<file path="config.mk">
export PLATFORM = sky130hd
export DESIGN_NAME = sd_decim_chain
export DESIGN_NICKNAME = d
export VERILOG_FILES = /design/src/logic/sd_decim_pkg.sv /design/src/logic/sd_decim_chain.sv
export SDC_FILE = /design/constraint.sdc
export NUM_CORES = 1
export LEC_CHECK = 0
export ABC_AREA = 1
export BUFFER_PORTS_ARGS = -buffer_cell sky130_fd_sc_hd__buf_2
export CORE_ASPECT_RATIO = 1.1
export CORE_MARGIN = 5
export CORE_UTILIZATION = 45
export CTS_CLUSTER_SIZE = 20
export DETAILED_ROUTE_END_ITERATION = 16
export PLACE_DENSITY = 0.71
export SLEW_MARGIN = 30
export SYNTH_ARGS = -nofsm -noshare
export SYNTH_HDL_FRONTEND = slang
export SYNTH_SLANG_ARGS = --single-unit
</file>
<file path="constraint.sdc">
create_clock -name CLK_SYS -period 5.71 [get_ports CLK_SYS]
set_input_delay 0.8565 -clock CLK_SYS [delete_from_list [all_inputs] [get_ports CLK_SYS]]
set_output_delay 0.8565 -clock CLK_SYS [all_outputs]
set_load 0.01 [all_outputs]
</file>
<file path="src/logic/sd_decim_pkg.sv">
// Purpose: Shared constants and types for the sigma-delta decimation chain
// Assumes: One system clock at 100 MHz, which also serves as master clock
// Notes:   Word width is fixed here so the stage carrier type can be shared
package sd_decim_pkg;

  // Data path widths
  localparam int WORD_W   = 24;
  localparam int GROW_W   = 5;  // Head room for a sum of up to 32 words
  localparam int CNT_W    = 5;  // Counts up to 32 inputs per output
  localparam int LOG2_W   = 3;
  localparam int SETTLE_W = 15;

  // Stage ratios as powers of two
  localparam logic [LOG2_W-1:0] LOG2_STAGE1   = 3'h2; // 4x
  localparam logic [LOG2_W-1:0] LOG2_STAGE2_A = 3'h3; // 8x for 64 overall
  localparam logic [LOG2_W-1:0] LOG2_STAGE2_B = 3'h4; // 16x for 128 overall
  localparam logic [LOG2_W-1:0] LOG2_STAGE2_C = 3'h5; // 32x for 256 overall
  localparam logic [LOG2_W-1:0] LOG2_STAGE3   = 3'h1; // 2x

  // Internal sample clock divider: last count of each period
  localparam logic [1:0] DIV_MAX_NORMAL = 2'h1; // Master clock / 2
  localparam logic [1:0] DIV_MAX_LOW    = 2'h3; // Master clock / 4

  // Sync restart to settled, in master clock periods (7122, 14217, 27895)
  localparam logic [SETTLE_W-1:0] SETTLE_64_DEF  = 15'h1bd2;
  localparam logic [SETTLE_W-1:0] SETTLE_128_DEF = 15'h3789;
  localparam logic [SETTLE_W-1:0] SETTLE_256_DEF = 15'h6cf7;

  // Pin levels
  localparam logic SYNC_IDLE = 1'b1;

  // Nominal delays at 20 MHz sample clock and 64x, in system cycles
  localparam real CLK_PERIOD_NS    = 10.0;
  localparam real COMP_DELAY_US    = 2.25;
  localparam real FILTER_DELAY_US  = 87.6;
  localparam int  COMP_DELAY_CYC   = int'(COMP_DELAY_US * 1000.0 / CLK_PERIOD_NS);
  localparam int  FILTER_DELAY_CYC = int'(FILTER_DELAY_US * 1000.0 / CLK_PERIOD_NS);

  typedef enum logic [1:0] {
    DEC_64  = 2'b00,
    DEC_128 = 2'b01,
    DEC_256 = 2'b10
  } dec_mode_type;

  typedef struct packed {
    logic                     valid;
    logic signed [WORD_W-1:0] data;
  } stage_word_type;

endpackage

</file>
<file path="src/logic/sd_decim_chain.sv">
// Purpose: Three-stage decimating FIR chain behind a sigma-delta modulator
// Assumes: Modulator words arrive on CLK_SYS; SYNC_N and mode pins are asynchronous
// Notes:   Each stage is an all-ones FIR that sums and dumps, scaled back to 24 bits
`timescale 1ns/1ps
`default_nettype none

// One decimating FIR stage with a run-time power-of-two ratio
module decim_stage (
  input  wire logic                              clk,
  input  wire logic                              rst_n,
  input  wire logic                              clr,
  input  wire logic [sd_decim_pkg::LOG2_W-1:0]   log2_ratio,
  input  wire sd_decim_pkg::stage_word_type      in_word,
  output var  sd_decim_pkg::stage_word_type      out_word
);
  import sd_decim_pkg::*;
  localparam int AW = WORD_W + GROW_W;

  logic signed [AW-1:0] acc_ff;
  logic signed [AW-1:0] nxt_acc;
  logic [CNT_W-1:0]     cnt_ff;
  logic [CNT_W-1:0]     nxt_cnt;
  stage_word_type       out_ff;
  stage_word_type       nxt_out;
  logic [CNT_W:0]       ratio_full;
  logic [CNT_W-1:0]     last_cnt;
  logic signed [AW-1:0] sum;
  logic signed [AW-1:0] scaled;

  // Sum inputs, dump a scaled word after the last one of each group
  always_comb begin
    ratio_full = (CNT_W+1)'(1) << log2_ratio;
    last_cnt   = ratio_full[CNT_W-1:0] - CNT_W'(1);
    sum        = acc_ff + {{GROW_W{in_word.data[WORD_W-1]}}, in_word.data};
    scaled     = sum >>> log2_ratio;
    nxt_acc    = acc_ff;
    nxt_cnt    = cnt_ff;
    nxt_out    = '0;
    if (clr) begin
      nxt_acc = '0;
      nxt_cnt = '0;
    end else if (in_word.valid) begin
      if (cnt_ff == last_cnt) begin
        nxt_out.valid = 1'b1;
        nxt_out.data  = scaled[WORD_W-1:0];
        nxt_acc       = '0;
        nxt_cnt       = '0;
      end else begin
        nxt_acc = sum;
        nxt_cnt = cnt_ff + CNT_W'(1);
      end
    end
  end

  // Stage registers
  always_ff @(posedge clk) begin
    if (!rst_n) begin
      acc_ff <= '0;
      cnt_ff <= '0;
      out_ff <= '0;
    end else begin
      acc_ff <= nxt_acc;
      cnt_ff <= nxt_cnt;
      out_ff <= nxt_out;
    end
  end

  assign out_word = out_ff;
endmodule

// What this block does
// - Take one modulator word on every internal sample clock cycle.
// - Output word rate is sample rate divided by 64 or more.
// - Three FIR stages in series, each feeding the next.
// - First stage decimates the sample stream by four.
// - Second stage decimates by eight, sixteen or thirty-two as selected.
// - Third stage always decimates by two.
// - Overall ratios are exactly 64, 128 and 256.
// - Normal power: internal sample clock is master clock divided by two.
// - Low power: internal sample clock is master clock divided by four.
// - Settled flag rises 7122, 14217 or 27895 master clocks after restart.
// - Group delay is computation delay plus filter delay.
// - Stop band spans half output rate to sample rate minus that.
// - Falling sync edge restarts all filter state.
// - Decimation select pins choose 64, 128 or 256.
// - Low reset input clears all filter circuitry and holds it idle.
module sd_decim_chain #(
  parameter logic [sd_decim_pkg::SETTLE_W-1:0] SETTLE_64  = sd_decim_pkg::SETTLE_64_DEF,
  parameter logic [sd_decim_pkg::SETTLE_W-1:0] SETTLE_128 = sd_decim_pkg::SETTLE_128_DEF,
  parameter logic [sd_decim_pkg::SETTLE_W-1:0] SETTLE_256 = sd_decim_pkg::SETTLE_256_DEF
) (
  input  wire logic                             CLK_SYS,
  input  wire logic                             RST_N,
  input  wire logic                             SYNC_N,
  input  wire logic [1:0]                       DECIMATION_SELECT,
  input  wire logic                             LOW_POWER,
  input  wire logic [sd_decim_pkg::WORD_W-1:0]  MOD_WORD,
  output logic                                  INTERNAL_SAMPLE_TICK,
  output logic [sd_decim_pkg::WORD_W-1:0]       OUT_WORD,
  output logic                                  OUT_VALID,
  output logic                                  FILTER_SETTLED_FLAG
);
  import sd_decim_pkg::*;

  logic                sync_meta_ff, sync_pin_ff, sync_prev_ff;
  logic [1:0]          dec_meta_ff, dec_pin_ff;
  logic                lp_meta_ff, lp_pin_ff;
  logic                start_ff, nxt_start;
  logic                restart_ff, nxt_restart;
  dec_mode_type        dec_mode_ff, nxt_dec_mode;
  logic [1:0]          div_ff, nxt_div;
  logic                tick_ff, nxt_tick;
  logic                lp_mode_ff, nxt_lp_mode;
  logic [1:0]          div_max;
  logic [LOG2_W-1:0]   log2_stage2;
  logic [SETTLE_W-1:0] settle_target;
  logic [SETTLE_W-1:0] settle_cnt_ff, nxt_settle_cnt;
  logic                settled_ff, nxt_settled;
  logic [WORD_W-1:0]   out_word_ff, nxt_out_word;
  logic                out_valid_ff, nxt_out_valid;
  stage_word_type      s0, s1, s2, s3;

  // Three flip-flops on the sync pin (two synchronize, one finds the edge); idle level in reset avoids a false edge
  always_ff @(posedge CLK_SYS) begin
    if (!RST_N) begin
      sync_meta_ff <= SYNC_IDLE;
      sync_pin_ff  <= SYNC_IDLE;
      sync_prev_ff <= SYNC_IDLE;
    end else begin
      sync_meta_ff <= SYNC_N;
      sync_pin_ff  <= sync_meta_ff;
      sync_prev_ff <= sync_pin_ff;
    end
  end

  // Mode pins keep sampling in reset so the release restart sees real levels
  always_ff @(posedge CLK_SYS) begin
    dec_meta_ff <= DECIMATION_SELECT;
    dec_pin_ff  <= dec_meta_ff;
    lp_meta_ff  <= LOW_POWER;
    lp_pin_ff   <= lp_meta_ff;
  end

  // Restart after reset release or a falling sync edge; mode latched then
  always_comb begin
    nxt_start    = 1'b0;
    nxt_restart  = start_ff || (sync_prev_ff && !sync_pin_ff);
    nxt_dec_mode = dec_mode_ff;
    if (restart_ff) begin
      unique case (dec_pin_ff)
        2'b01:   nxt_dec_mode = DEC_128;
        2'b10:   nxt_dec_mode = DEC_256;
        default: nxt_dec_mode = DEC_64;
      endcase
    end
  end

  // Sample clock divider; power mode taken at each period boundary
  always_comb begin
    div_max     = lp_mode_ff ? DIV_MAX_LOW : DIV_MAX_NORMAL;
    nxt_div     = div_ff + 2'h1;
    nxt_tick    = 1'b0;
    nxt_lp_mode = lp_mode_ff;
    if (restart_ff) begin
      nxt_div     = 2'h0;
      nxt_lp_mode = lp_pin_ff;
    end else if (div_ff == div_max) begin
      nxt_div     = 2'h0;
      nxt_tick    = 1'b1;
      nxt_lp_mode = lp_pin_ff;
    end
  end

  // Settle counter and output register
  always_comb begin
    unique case (dec_mode_ff)
      DEC_128: begin
        log2_stage2   = LOG2_STAGE2_B;
        settle_target = SETTLE_128;
      end
      DEC_256: begin
        log2_stage2   = LOG2_STAGE2_C;
        settle_target = SETTLE_256;
      end
      default: begin
        log2_stage2   = LOG2_STAGE2_A;
        settle_target = SETTLE_64;
      end
    endcase
    nxt_settle_cnt = settle_cnt_ff;
    nxt_settled    = settled_ff;
    if (restart_ff) begin
      nxt_settle_cnt = '0;
      nxt_settled    = 1'b0;
    end else if (!settled_ff) begin
      if (settle_cnt_ff == settle_target - SETTLE_W'(1)) begin
        nxt_settled = 1'b1;
      end else begin
        nxt_settle_cnt = settle_cnt_ff + SETTLE_W'(1);
      end
    end
    nxt_out_valid = s3.valid && settled_ff && !restart_ff;
    nxt_out_word  = s3.valid ? s3.data : out_word_ff;
  end

  // Control registers; low reset clears all of them except start_ff, which it sets to force a restart
  always_ff @(posedge CLK_SYS) begin
    if (!RST_N) begin
      start_ff      <= 1'b1;
      restart_ff    <= 1'b0;
      dec_mode_ff   <= DEC_64;
      div_ff        <= 2'h0;
      tick_ff       <= 1'b0;
      lp_mode_ff    <= 1'b0;
      settle_cnt_ff <= '0;
      settled_ff    <= 1'b0;
      out_word_ff   <= '0;
      out_valid_ff  <= 1'b0;
    end else begin
      start_ff      <= nxt_start;
      restart_ff    <= nxt_restart;
      dec_mode_ff   <= nxt_dec_mode;
      div_ff        <= nxt_div;
      tick_ff       <= nxt_tick;
      lp_mode_ff    <= nxt_lp_mode;
      settle_cnt_ff <= nxt_settle_cnt;
      settled_ff    <= nxt_settled;
      out_word_ff   <= nxt_out_word;
      out_valid_ff  <= nxt_out_valid;
    end
  end

  // One modulator word per sample tick enters the chain
  always_comb begin
    s0.valid = tick_ff;
    s0.data  = MOD_WORD;
  end

  // Three stages in series; delays and stop band follow from the FIR taps
  decim_stage stage1 (.clk(CLK_SYS), .rst_n(RST_N), .clr(restart_ff),
    .log2_ratio(LOG2_STAGE1), .in_word(s0), .out_word(s1));
  decim_stage stage2 (.clk(CLK_SYS), .rst_n(RST_N), .clr(restart_ff),
    .log2_ratio(log2_stage2), .in_word(s1), .out_word(s2));
  decim_stage stage3 (.clk(CLK_SYS), .rst_n(RST_N), .clr(restart_ff),
    .log2_ratio(LOG2_STAGE3), .in_word(s2), .out_word(s3));

  assign INTERNAL_SAMPLE_TICK = tick_ff;
  assign OUT_WORD             = out_word_ff;
  assign OUT_VALID            = out_valid_ff;
  assign FILTER_SETTLED_FLAG  = settled_ff;

  // Helper counters for the checks below
  logic [SETTLE_W-1:0] chk_cyc_ff, nxt_chk_cyc;
  logic [2:0]          chk_n1_ff, nxt_chk_n1;
  logic [5:0]          chk_n2_ff, nxt_chk_n2;
  logic [1:0]          chk_n3_ff, nxt_chk_n3;
  logic [5:0]          chk_ratio2;

  always_comb begin
    chk_ratio2  = 6'h1 << log2_stage2;
    nxt_chk_cyc = (chk_cyc_ff == {SETTLE_W{1'b1}}) ? chk_cyc_ff : chk_cyc_ff + SETTLE_W'(1);
    nxt_chk_n1  = s1.valid ? 3'h0 : chk_n1_ff + {2'h0, s0.valid};
    nxt_chk_n2  = s2.valid ? 6'h0 : chk_n2_ff + {5'h0, s1.valid};
    nxt_chk_n3  = s3.valid ? 2'h0 : chk_n3_ff + {1'b0, s2.valid};
    if (restart_ff) begin
      nxt_chk_cyc = '0;
      nxt_chk_n1  = 3'h0;
      nxt_chk_n2  = 6'h0;
      nxt_chk_n3  = 2'h0;
    end
  end

  always_ff @(posedge CLK_SYS) begin
    if (!RST_N) begin
      chk_cyc_ff <= '0;
      chk_n1_ff  <= 3'h0;
      chk_n2_ff  <= 6'h0;
      chk_n3_ff  <= 2'h0;
    end else begin
      chk_cyc_ff <= nxt_chk_cyc;
      chk_n1_ff  <= nxt_chk_n1;
      chk_n2_ff  <= nxt_chk_n2;
      chk_n3_ff  <= nxt_chk_n3;
    end
  end
endmodule
`default_nettype wire

</file>
==> load_flow_metrics.sql, run 1 <==
INSERT INTO impl_metrics (metric_group, metric, value, unit) VALUES
('clock_network', 'cts_resized', '0', ''),
('timing', 'final.period_utilization', '51.6', '%'),
('run_status', 'run_status', 'complete, no violations', ''),
('worst_setup_path', 'slowest_cell_on_crit_path', 'ha_1', ''),
('worst_setup_path', 'cp_cell_sequence', 'inv_1 -> ha_1 -> inv_4 -> o21ai_0 -> o2111a_1 -> nand3b_1 -> nand2_2 -> inv_2 -> nand2_1 -> a21oi_1', ''),
('worst_setup_path', 'crit_start', 'dec_mode_ff[0]', ''),
('drt', 'dr.first_iter.drc_count', '696', ''),
('die', 'die-width', '174', 'microns'),
('timing', 'report.final.hold_viol_count', '0', ''),
('global_route', 'grt_max_degree', '58', ''),
('die', 'core_area', '29500', 'sq um'),
('drt', 'via_per_inst', '5.13', ''),
('placed_design', 'dp.cells', '2374', ''),
('logic_synthesis', 'synth.ff_latch_count', '228', ''),
('clock_network', 'max-clock-path-buffers', '3', ''),
('worst_setup_path', 'critical_path_buf_inv_count', '3', ''),
('die', 'floorplan.initialDensity', '45.4', '%'),
('worst_setup_path', 'worst-r2r-setup-slack', '2.76', 'ns'),
('die', 'chipHeight', '191', 'microns'),
('placed_design', 'post_detail_place_hpwl', '25.7', 'mm'),
('logic_synthesis', 'most_used_dff_post_synth', 'dfxtp_1', ''),
('worst_setup_path', 'arrival', '3.31', 'ns'),
('clock_network', 'clk_pin_slew_worst_paths', '0.06', 'ns'),
('timing', 'finalSetupTns', '0', 'ns'),
('clock_network', 'cts_tree', 'done', ''),
('finish', 'post_layout_nonfiller_instances', '2419', ''),
('die', 'io_count', '57', ''),
('drt', 'detail_route.wirelength', '33.5', 'mm'),
('logic_synthesis', 'post_synth_inst_count', '1993', ''),
('placed_design', 'detailedPlace.worstSlack', '2.15', 'ns'),
('clock_network', 'cts.hold.buffers_added', '0', ''),
('clock_network', 'cts_setup_buffers', '0', ''),
('timing', 'finalSetupViolCount', '0', ''),
('drt', 'route.vias.total', '12400', ''),
('die', 'floorplan.rows', '66', ''),
('drt', 'wire_length_per_cell_after_detailed_routing', '13.9', 'microns'),
('worst_setup_path', 'crit_path_max_fanout', '27', ''),
('placed_design', 'gp_congestion', '0.972', ''),
('global_route', 'grt_pass1_wl', '55.3', 'mm'),
('power_and_ir_drop', 'seq_power_share', '45.9', '%'),
('drt', 'detail-route-antenna-nets', '0', ''),
('timing', 'worstMarginPinSlew', '0.931', 'ns'),
('power_and_ir_drop', 'vdd.ir_drop.worst', '0.196', 'mV'),
('finish', 'num-nets-final', '2147', ''),
('power_and_ir_drop', 'p_switching', '795', 'uW'),
('worst_setup_path', 'r2r_start', 'dec_mode_ff[0]', ''),
('power_and_ir_drop', 'internal_power', '2.72', 'mW'),
('power_and_ir_drop', 'static-leakage-power', '6.82', 'nW'),
('logic_synthesis', 'synth.lib_cells_used.distinct', '54', ''),
('worst_setup_path', 'timing.critical_path.to_type', 'register', ''),
('clock_network', 'clkLatencyLatePin', '0.53', 'ns'),
('finish', 'fillCellCount', '2944', ''),
('die', 'die_area', '33300', 'sq um'),
('logic_synthesis', 'avgSynthCellArea', '6.71', 'sq um'),
('logic_synthesis', 'number_of_enable_type_register_cells_in_the_synthesized_netlist', '0', ''),
('timing', 'drv_slew', '0', ''),
('worst_setup_path', 'setup.worst_path.end', 'settle_cnt_ff[12]', ''),
('global_route', 'track_usage', '19.5', '%'),
('finish', 'ratio_of_cells_with_drive_above_1_in_the_final_layout', '7.58', '%'),
('timing', 'fmax', '339', 'MHz'),
('power_and_ir_drop', 'ratio_of_total_power_to_cell_area', '238', 'nW/um^2'),
('worst_hold_path', 'timing.hold.worst_path_depth', '0', ''),
('worst_setup_path', 'worst_ep_required_time', '6.07', 'ns'),
('placed_design', 'io_buffer_count', '56', ''),
('timing', 'finalClockSkew', '0.0130', 'ns'),
('worst_setup_path', 'worst-setup-path-type', 'register to register', ''),
('drt', 'drcViolationCount', '0', ''),
('logic_synthesis', 'ys.warnings.count', '0', ''),
('finish', 'n_antenna_cell', '0', ''),
('clock_network', 'ctsRootBufferMaster', 'clkbuf_16', ''),
('global_route', 'grt_antenna_before_repair', '0', '');
-- layout make-up --
| type | count | area [sq um] | share of cell area, % |
|---|---|---|---|
| timing repair buffer | 59 | 303 | 2.05 |
| clock buffer | 33 | 707 | 4.80 |
| inverter | 222 | 837 | 5.68 |
| tap | 374 | 468 | 3.18 |
| sequential | 228 | 4560 | 31.0 |
| multi-input combinational | 1491 | 7670 | 52.1 |
| clock inverter | 12 | 185 | 1.26 |
-- synth_stat cells (5+ instances only) --
master	instances	area [sq um]
buf_6	8	90.1
o22ai_1	5	31.3
nand2_1	554	2080
o21ai_1	6	30.0
nand4_1	12	75.1
ha_1	86	1080
nand3b_1	15	113
o21bai_1	9	67.6
nor3_1	22	110
nor4_1	9	56.3
buf_2	11	55.1
clkbuf_1	26	97.6
nand2_2	10	62.6
o21ai_0	73	365
or2_2	12	75.1
inv_2	11	41.3
xnor2_1	16	140
inv_1	209	785
a21oi_1	171	856
nor2_2	5	31.3
xor2_1	45	394
dfxtp_1	228	4560
nand3_2	5	50.1
nor2_1	262	983
nand3_1	132	661
-- layout by cell type, fill, tap and decap left out, types with 5 or more instances in the layout --
cell	count
o21ai_1	6
nand3_1	132
ha_1	86
o21ai_0	73
xnor2_1	16
dfxtp_1	228
nor2_2	5
xor2_1	45
nor2_1	262
o21bai_1	9
clkbuf_16	26
inv_1	207
nand2_1	554
a21oi_1	171
nand2_2	10
nand3b_1	15
or2_2	12
inv_2	11
o22ai_1	5
buf_2	56
nand4_1	12
nor3_1	22
nand3_2	5
nor4_1	9
-- stage by stage --
step                power [mW]  hold slack, ns  utilization (%)  instance area [sq um]
global route              3.64           0.342             50.0                  14700
floorplan                 1.78           0.310                -                  13400
detailed placement        1.83           0.313             47.0                  13800
CTS                       3.55           0.327             50.0                  14700
finish                    3.51           0.329             50.0                  14700
global placement          1.83           0.314             47.0                  13800
-- metal layers --
layer | wire, microns | up-vias | track usage, %
met1 | 15000 | 5637 | 24.2
met2 | 16400 | 265 | 36.3
met3 | 1260 | 51 | 2.08
met5 | 0 | - | 0
met4 | 787 | 0 | 4.78
li1 | - | 6467 | -
-- power groups by stage --
| stage | Sequential, mW | Clock, mW | Combinational, mW |
|---|---|---|---|
| detailed placement | 1.65 | 0 | 0.182 |
| global route | 1.61 | 1.82 | 0.206 |
| floorplan | 1.65 | 0 | 0.139 |
| CTS | 1.61 | 1.75 | 0.183 |
| finish | 1.61 | 1.72 | 0.183 |
| global placement | 1.65 | 0 | 0.180 |
-- worst min-delay path by stage --
stage                         from             to  slack, ns
finish              dec_meta_ff[1]  dec_pin_ff[1]       0.33
global placement    dec_meta_ff[0]  dec_pin_ff[0]       0.31
global route            lp_meta_ff      lp_pin_ff       0.34
floorplan           dec_meta_ff[0]  dec_pin_ff[0]       0.31
CTS                 dec_meta_ff[1]  dec_pin_ff[1]       0.33
detailed placement  dec_meta_ff[0]  dec_pin_ff[0]       0.31
-- worst reg2reg max path: cells and delay by family, from the launching register on --
kind,cells,cell delay [ns]
adders and majority gates,1,0.87
buffers and inverters,3,0.56
AOI/OAI and AO/OA,3,0.51
and+or+nand+nor,3,0.46
DFF,1,0.36
-- registers in the layout, summed over array words and instances (netlist names), 5 cells and up --
| name | cells |
|---|---|
| stage1.acc_ff | 26 |
| stage1.cnt_ff | 5 |
| stage3.acc_ff | 25 |
| stage2.acc_ff | 29 |
| OUT_WORD | 24 |
| stage2.cnt_ff | 5 |
| stage3.cnt_ff | 5 |
| stage3.out_word | 25 |
| stage2.out_word | 25 |
| stage1.out_word | 25 |
| settle_cnt_ff | 15 |
-- cells by family after synthesis --
logic type / after synthesis / synth area share [%]
adders and majority gates: 89 / 8.50
DFF: 228 / 34.1
AOI/OAI and AO/OA: 286 / 11.5
muxes: 1 / 0.0749
and+or+nand+nor: 1051 / 32.9
buffers and inverters: 274 / 8.50
xor gates and xnor gates: 64 / 4.36
Note: power is estimated with default switching activity, not from simulation.
==> run 2: changes to the inputs <==
--- a/config.mk
+++ b/config.mk
@@ -12,7 +12,7 @@
 export CORE_UTILIZATION = 45
 export CTS_CLUSTER_SIZE = 20
 export DETAILED_ROUTE_END_ITERATION = 16
-export PLACE_DENSITY = 0.71
+export PLACE_DENSITY = 0.74
 export SLEW_MARGIN = 30
 export SYNTH_ARGS = -nofsm -noshare
 export SYNTH_HDL_FRONTEND = slang
==> constraint.sdc (replaced) <==
create_clock -name CLK_SYS -period 2.46 [get_ports CLK_SYS]
set_input_delay 0.369 -clock CLK_SYS [delete_from_list [all_inputs] [get_ports CLK_SYS]]
set_output_delay 0.369 -clock CLK_SYS [all_outputs]
set_load 0.01 [all_outputs]
==> load_flow_metrics.sql, run 2 (synthesized netlist as in run 1, its figures left out) <==
INSERT INTO impl_metrics (metric_group, metric, value, unit) VALUES
('run_status', 'run_status', 'complete, no violations', ''),
('timing', 'max_slew_margin', '58.0', '%'),
('placed_design', 'dp.cells', '2391', ''),
('die', 'floorplan.initialDensity', '45.4', '%'),
('global_route', 'grt_antenna_before_repair', '0', ''),
('finish', 'n_antenna_cell', '0', ''),
('clock_network', 'cts_inserted_buffers', '26', ''),
('finish', 'num-nets-final', '2167', ''),
('die', 'core_area', '29500', 'sq um'),
('finish', 'area.sequential', '4560', 'sq um'),
('job', 'cap_viol_max_count', '0', ''),
('placed_design', 'post_detail_place_hpwl', '26.2', 'mm'),
('clock_network', 'clock_sinks', '228', ''),
('worst_setup_path', 'cp_cell_sequence', 'inv_1 -> ha_1 -> nand2_1 -> nor2_1 -> nor2_1 -> o2111ai_1 -> nor2_1 -> inv_2 -> nor2_4 -> inv_1 -> a31oi_1', ''),
('finish', 'layout.cells.most_common_list', 'nand2_1 (554), nor2_1 (262), dfxtp_1 (228)', ''),
('worst_setup_path', 'arrival', '2.70', 'ns'),
('power_and_ir_drop', 'vdd.ir_drop.worst', '0.398', 'mV'),
('placed_design', 'gp_congestion', '0.991', ''),
('timing', 'final.period_utilization', '91.6', '%'),
('timing', 'worstMarginPinSlew', '0.629', 'ns'),
('finish', 'top_regs', 'stage2.acc_ff: 29 flops, stage1.acc_ff: 26 flops', ''),
('finish', 'mostFrequentLayoutCell', 'nand2_1', ''),
('drt', 'dr.first_iter.drc_count', '719', ''),
('die', 'chipHeight', '191', 'microns'),
('finish', 'fillCellCount', '2952', ''),
('die', 'die-width', '174', 'microns'),
('timing', 'finalClockSkew', '0.0197', 'ns'),
('worst_setup_path', 'crit_path_max_fanout', '23', ''),
('finish', 'ratio_of_cells_with_drive_above_1_in_the_final_layout', '8.33', '%'),
('placed_design', 'dpl-instance-area', '14000', 'sq um'),
('die', 'die_area', '33300', 'sq um'),
('timing', 'drv_slew', '0', ''),
('drt', 'detail_route.wirelength', '34.0', 'mm'),
('drt', 'detail-route-antenna-nets', '0', ''),
('die', 'io_count', '57', ''),
('drt', 'wire_length_per_cell_after_detailed_routing', '13.9', 'microns'),
('drt', 'route.vias.total', '12600', ''),
('clock_network', 'cts_setup_buffers', '0', ''),
('timing', 'report.final.hold_viol_count', '0', ''),
('clock_network', 'ctsRootBufferMaster', 'clkbuf_16', ''),
('finish', 'area_delta_synth_final', '11.5', '%'),
('global_route', 'track_usage', '20.3', '%'),
('placed_design', 'io_buffer_count', '56', ''),
('worst_setup_path', 'cp_slowest_stage_delay', '0.41', 'ns'),
('timing', 'setup_repair_after_global_routing_missed_its_margin', 'no', ''),
('worst_setup_path', 'timing.critical_path.to_type', 'register', ''),
('global_route', 'overflow', '0', ''),
('power_and_ir_drop', 'ratio_of_total_power_to_cell_area', '548', 'nW/um^2'),
('clock_network', 'clk_pin_slew_worst_paths', '0.06', 'ns'),
('global_route', 'grt_max_degree', '33', ''),
('finish', 'final_core_util', '50.6', '%'),
('clock_network', 'htree_num_levels', '1', ''),
('clock_network', 'cts_tree', 'done', ''),
('finish', 'design_area', '14900', 'sq um'),
('global_route', 'grt_pass1_vias', '12300', ''),
('timing', 'finalCriticalPeriod', '2.25', 'ns'),
('drt', 'via_per_inst', '5.15', ''),
('worst_setup_path', 'setup.worst_path.start_class', 'register', ''),
('worst_setup_path', 'worst_ep_required_time', '2.91', 'ns'),
('power_and_ir_drop', 'static-leakage-power', '6.92', 'nW'),
('worst_hold_path', 'hold_class', 'primary input to register', ''),
('finish', 'post_layout_nonfiller_instances', '2440', ''),
('finish', 'max_flop_register', 'stage2.acc_ff', ''),
('timing', 'fmax', '444', 'MHz'),
('drt', 'detailedRoute.firstPassIterationCount', '7', ''),
('die', 'floorplan.rows', '66', ''),
('clock_network', 'clkLatencyLatePin', '0.54', 'ns'),
('clock_network', 'max-clock-path-buffers', '3', ''),
('finish', 'largest_register_ff_count', '29', ''),
('timing', 'finalSetupTns', '0', 'ns'),
('worst_setup_path', 'slowest_cell_on_crit_path', 'ha_1', ''),
('timing', 'finalSetupViolCount', '0', ''),
('drt', 'drcViolationCount', '0', ''),
('power_and_ir_drop', 'totalPowerFinal', '8.18', 'mW'),
('worst_setup_path', 'worst-setup-path-type', 'register to register', ''),
('finish', 'multi_input_comb_area', '7680', 'sq um'),
('worst_setup_path', 'timing.critical_path.mode_cell', 'nor2_1', ''),
('global_route', 'grt_pass1_wl', '57.1', 'mm');
-- run 2: critical path, delay by kind of cell (launching register included) --
kind / cells / cell delay, ns
flops: 1 / 0.37
compound gates: 2 / 0.31
fa+ha+maj: 1 / 0.41
buf+inv: 3 / 0.30
simple gates: 5 / 0.78
-- run 2: power breakdown --
group	internal, mW	leakage (nW)	switching [mW]
registers	3.72	1.84	0.0218
logic	0.151	4.65	0.291
clock network	2.45	0.430	1.54
total	6.33	6.92	1.86
-- run 2: timing repair --
item | 4_1_cts | 5_1_grt
hold buffers | 3 | 0
gates resized for setup | 0 | 1
endpoints found under the hold margin | 3 | 0
setup endpoints to repair | 0 | 1
-- run 2: final cells by class --
type	count	share of cell area [%]
multi-input cells	1491	51.5
flip-flops and latches	228	30.6
inverters	222	5.61
clock buffers	33	4.75
repair buffers	79	3.25
well taps	374	3.14
clock inverters	13	1.19
-- run 2: layer usage --
layer / share of wire, % / GRT usage (%) / up-vias
met4: 2.9 / 6.34 / 0
met5: 0 / 0 / -
met1: 44 / 24.6 / 5680
met3: 4.6 / 2.26 / 73
li1: - / - / 6517
met2: 49 / 37.4 / 296
-- run 2: path summary, 6_finish.rpt --
| check | start | endpoint | slack [ns] | cells after the start |
|---|---|---|---|---|
| setup / recovery | dec_mode_ff[0] | stage2.out_word[1] | 0.21 | 11 |
| hold reg to reg | lp_meta_ff | lp_pin_ff | 0.33 | 0 |
| setup reg to reg | dec_mode_ff[0] | stage2.out_word[1] | 0.21 | 11 |
| hold / removal | SYNC_N | sync_meta_ff | 0.06 | 2 |
-- run 2: per-stage QoR --
step                      setup WS, ns  hold slack, ns
after floorplan                  0.467           0.310
after global placement           0.144           0.315
after detailed placement        0.0896           0.314
after CTS                        0.171          0.0405
after global routing            0.0184          0.0373
final                            0.207          0.0565
==> run 3: changes to the inputs <==
--- a/config.mk
+++ b/config.mk
@@ -13,6 +13,7 @@
 export CTS_CLUSTER_SIZE = 20
 export DETAILED_ROUTE_END_ITERATION = 16
 export PLACE_DENSITY = 0.74
+export REMOVE_ABC_BUFFERS = 1
 export SLEW_MARGIN = 30
 export SYNTH_ARGS = -nofsm -noshare
 export SYNTH_HDL_FRONTEND = slang
==> load_flow_metrics.sql, run 3 (synthesized netlist as in run 1, its figures left out) <==
INSERT INTO impl_metrics (metric_group, metric, value, unit) VALUES
('finish', 'layout.cells.most_common_list', 'nand2_1 (554), nor2_1 (262), dfxtp_1 (228)', ''),
('job', 'cap_viol_max_count', '0', ''),
('drt', 'detail_route.wirelength', '32.2', 'mm'),
('finish', 'mostFrequentLayoutCell', 'nand2_1', ''),
('timing', 'finalCriticalPeriod', '2.24', 'ns'),
('timing', 'whs', '0.0369', 'ns'),
('worst_setup_path', 'setup.worst_path.start_class', 'register', ''),
('power_and_ir_drop', 'ratio_of_total_power_to_cell_area', '521', 'nW/um^2'),
('finish', 'n_antenna_cell', '0', ''),
('clock_network', 'cts_inserted_buffers', '25', ''),
('finish', 'ratio_of_cells_with_drive_above_1_in_the_final_layout', '8.11', '%'),
('timing', 'final.period_utilization', '91.1', '%'),
('worst_setup_path', 'r2r-end', 'stage2.out_word[22]', ''),
('timing', 'setup_repair_after_global_routing_missed_its_margin', 'no', ''),
('worst_setup_path', 'crit_start', 'stage1.out_word[0]', ''),
('worst_setup_path', 'worstSetupPathDepth', '13', ''),
('finish', 'post_layout_nonfiller_instances', '2434', ''),
('worst_setup_path', 'worst-r2r-cell-count', '13', ''),
('finish', 'top_regs', 'stage2.acc_ff: 29 flops, stage1.acc_ff: 26 flops', ''),
('timing', 'finalSetupTns', '0', 'ns'),
('global_route', 'grt_pass1_vias', '11800', ''),
('clock_network', 'htree_num_levels', '1', ''),
('worst_setup_path', 'r2r_start', 'stage1.out_word[0]', ''),
('timing', 'fmax', '446', 'MHz'),
('worst_setup_path', 'timing.critical_path.mode_cell', 'nand2_1', ''),
('drt', 'detailedRoute.firstPassIterationCount', '5', ''),
('die', 'die-width', '174', 'microns'),
('worst_setup_path', 'timing.critical_path.to_type', 'register', ''),
('finish', 'max_flop_register', 'stage2.acc_ff', ''),
('placed_design', 'io_buffer_count', '56', ''),
('worst_setup_path', 'cp_cell_sequence', 'ha_1 -> fa_1 -> nand2_1 -> nand2_1 -> nand3_1 -> nand2_2 -> nand2_1 -> nand3_1 -> nand2_1 -> nand2_1 -> nand2_1 -> nand3_1 -> a21oi_1', ''),
('die', 'floorplan.initialDensity', '45.4', '%'),
('global_route', 'overflow', '0', ''),
('drt', 'dr.first_iter.drc_count', '691', ''),
('die', 'core_area', '29500', 'sq um'),
('drt', 'wire_length_per_cell_after_detailed_routing', '13.2', 'microns'),
('timing', 'finalClockSkew', '0.0183', 'ns'),
('finish', 'final_core_util', '50.1', '%'),
('drt', 'route.vias.total', '12400', ''),
('worst_setup_path', 'worst_ep_required_time', '2.91', 'ns'),
('worst_setup_path', 'arrival', '2.69', 'ns'),
('clock_network', 'cts_tree', 'done', ''),
('worst_setup_path', 'cp_slowest_stage_delay', '0.46', 'ns'),
('die', 'chipHeight', '191', 'microns'),
('power_and_ir_drop', 'static-leakage-power', '6.83', 'nW'),
('die', 'floorplan.rows', '66', ''),
('timing', 'report.final.hold_viol_count', '0', ''),
('worst_setup_path', 'crit_path_max_fanout', '4', ''),
('clock_network', 'max-clock-path-buffers', '3', ''),
('clock_network', 'ctsRootBufferMaster', 'clkbuf_16', ''),
('finish', 'largest_register_ff_count', '29', ''),
('clock_network', 'clk_pin_slew_worst_paths', '0.06', 'ns'),
('worst_setup_path', 'worst-setup-path-type', 'register to register', ''),
('worst_setup_path', 'path_delay_family', 'simple AND/OR/NAND/NOR gates', ''),
('finish', 'area_delta_synth_final', '10.5', '%'),
('drt', 'drcViolationCount', '0', ''),
('die', 'io_count', '57', ''),
('timing', 'max_slew_margin', '53.8', '%'),
('global_route', 'track_usage', '18.8', '%'),
('finish', 'num-nets-final', '2162', ''),
('timing', 'finalSetupViolCount', '0', ''),
('placed_design', 'post_detail_place_hpwl', '24.8', 'mm'),
('worst_setup_path', 'setup.worst_path.end', 'stage2.out_word[22]', ''),
('placed_design', 'dp.cells', '2387', ''),
('placed_design', 'dpl-instance-area', '14000', 'sq um'),
('timing', 'worstMarginPinSlew', '0.693', 'ns'),
('finish', 'design_area', '14800', 'sq um'),
('power_and_ir_drop', 'vdd.ir_drop.worst', '0.407', 'mV'),
('clock_network', 'cts_setup_buffers', '0', ''),
('global_route', 'grt_antenna_before_repair', '0', ''),
('global_route', 'grt_pass1_wl', '53.8', 'mm'),
('power_and_ir_drop', 'totalPowerFinal', '7.69', 'mW'),
('timing', 'final_critical_path_setup_slack', '0.218', 'ns'),
('drt', 'via_per_inst', '5.09', ''),
('global_route', 'grt_max_degree', '58', ''),
('clock_network', 'clock_sinks', '228', ''),
('run_status', 'run_status', 'complete, no violations', ''),
('worst_hold_path', 'hold_class', 'primary input to register', ''),
('worst_setup_path', 'critical_path_buf_inv_count', '0', ''),
('clock_network', 'clkLatencyLatePin', '0.53', 'ns'),
('drt', 'detail-route-antenna-nets', '0', ''),
('placed_design', 'gp_congestion', '0.976', ''),
('timing', 'drv_slew', '0', ''),
('placed_design', 'detailedPlace.worstSlack', '0.0876', 'ns'),
('die', 'die_area', '33300', 'sq um'),
('worst_setup_path', 'slowest_cell_on_crit_path', 'fa_1', ''),
('worst_setup_path', 'worst-r2r-setup-slack', '0.22', 'ns');
run 3: cell types whose count changed in the layout (fill, tap and decap cells not counted):
cell        previous run  this run
buf_4                 18        14
bufinv_16              4         0
clkbuf_1               5         3
clkbuf_16             27        25
clkbuf_8               1         3
clkinv_2               6         4
clkinvlp_4             2         6
inv_6                  0         2
o21ai_1                5         6
o21ai_2                1         0
run 3: repair_timing:
action                    CTS  global route
hold buffers                3             0
hold endpoints to repair    3             0
gates resized for setup     0             0
run 3: metal layers:
layer | global-route usage, % | up-vias | share of wire [%]
met3 | 2.22 | 69 | 4.9
met1 | 23.8 | 5520 | 45
met2 | 33.3 | 297 | 47
li1 | - | 6498 | -
met5 | 0 | - | 0
met4 | 6.46 | 0 | 3.0
run 3: area by class of cell:
class	instances	area, sq um
well taps	374	468
clock buffers	31	678
inverters	222	837
flip-flops and latches	228	4560
clock inverters	13	95.1
fillers	2920	14700
multi-input cells	1491	7670
repair buffers	75	455
run 3: report_power, final:
part / internal, mW / switching (mW) / total (mW) / leakage [nW]
Combinational: 0.149 / 0.292 / 0.441 / 4.63
Clock: 1.97 / 1.54 / 3.51 / 0.363
Sequential: 3.72 / 0.0217 / 3.74 / 1.84
run 3: worst min-delay path by stage:
| stage | start | endpoint | slack [ns] | cells past startpoint |
|---|---|---|---|---|
| finish | SYNC_N | sync_meta_ff | 0.04 | 2 |
| global route | SYNC_N | sync_meta_ff | 0.01 | 2 |
| CTS | SYNC_N | sync_meta_ff | 0.01 | 2 |
| detailed placement | lp_meta_ff | lp_pin_ff | 0.32 | 0 |
| global placement | lp_meta_ff | lp_pin_ff | 0.31 | 0 |
| floorplan | dec_meta_ff[0] | dec_pin_ff[0] | 0.31 | 0 |
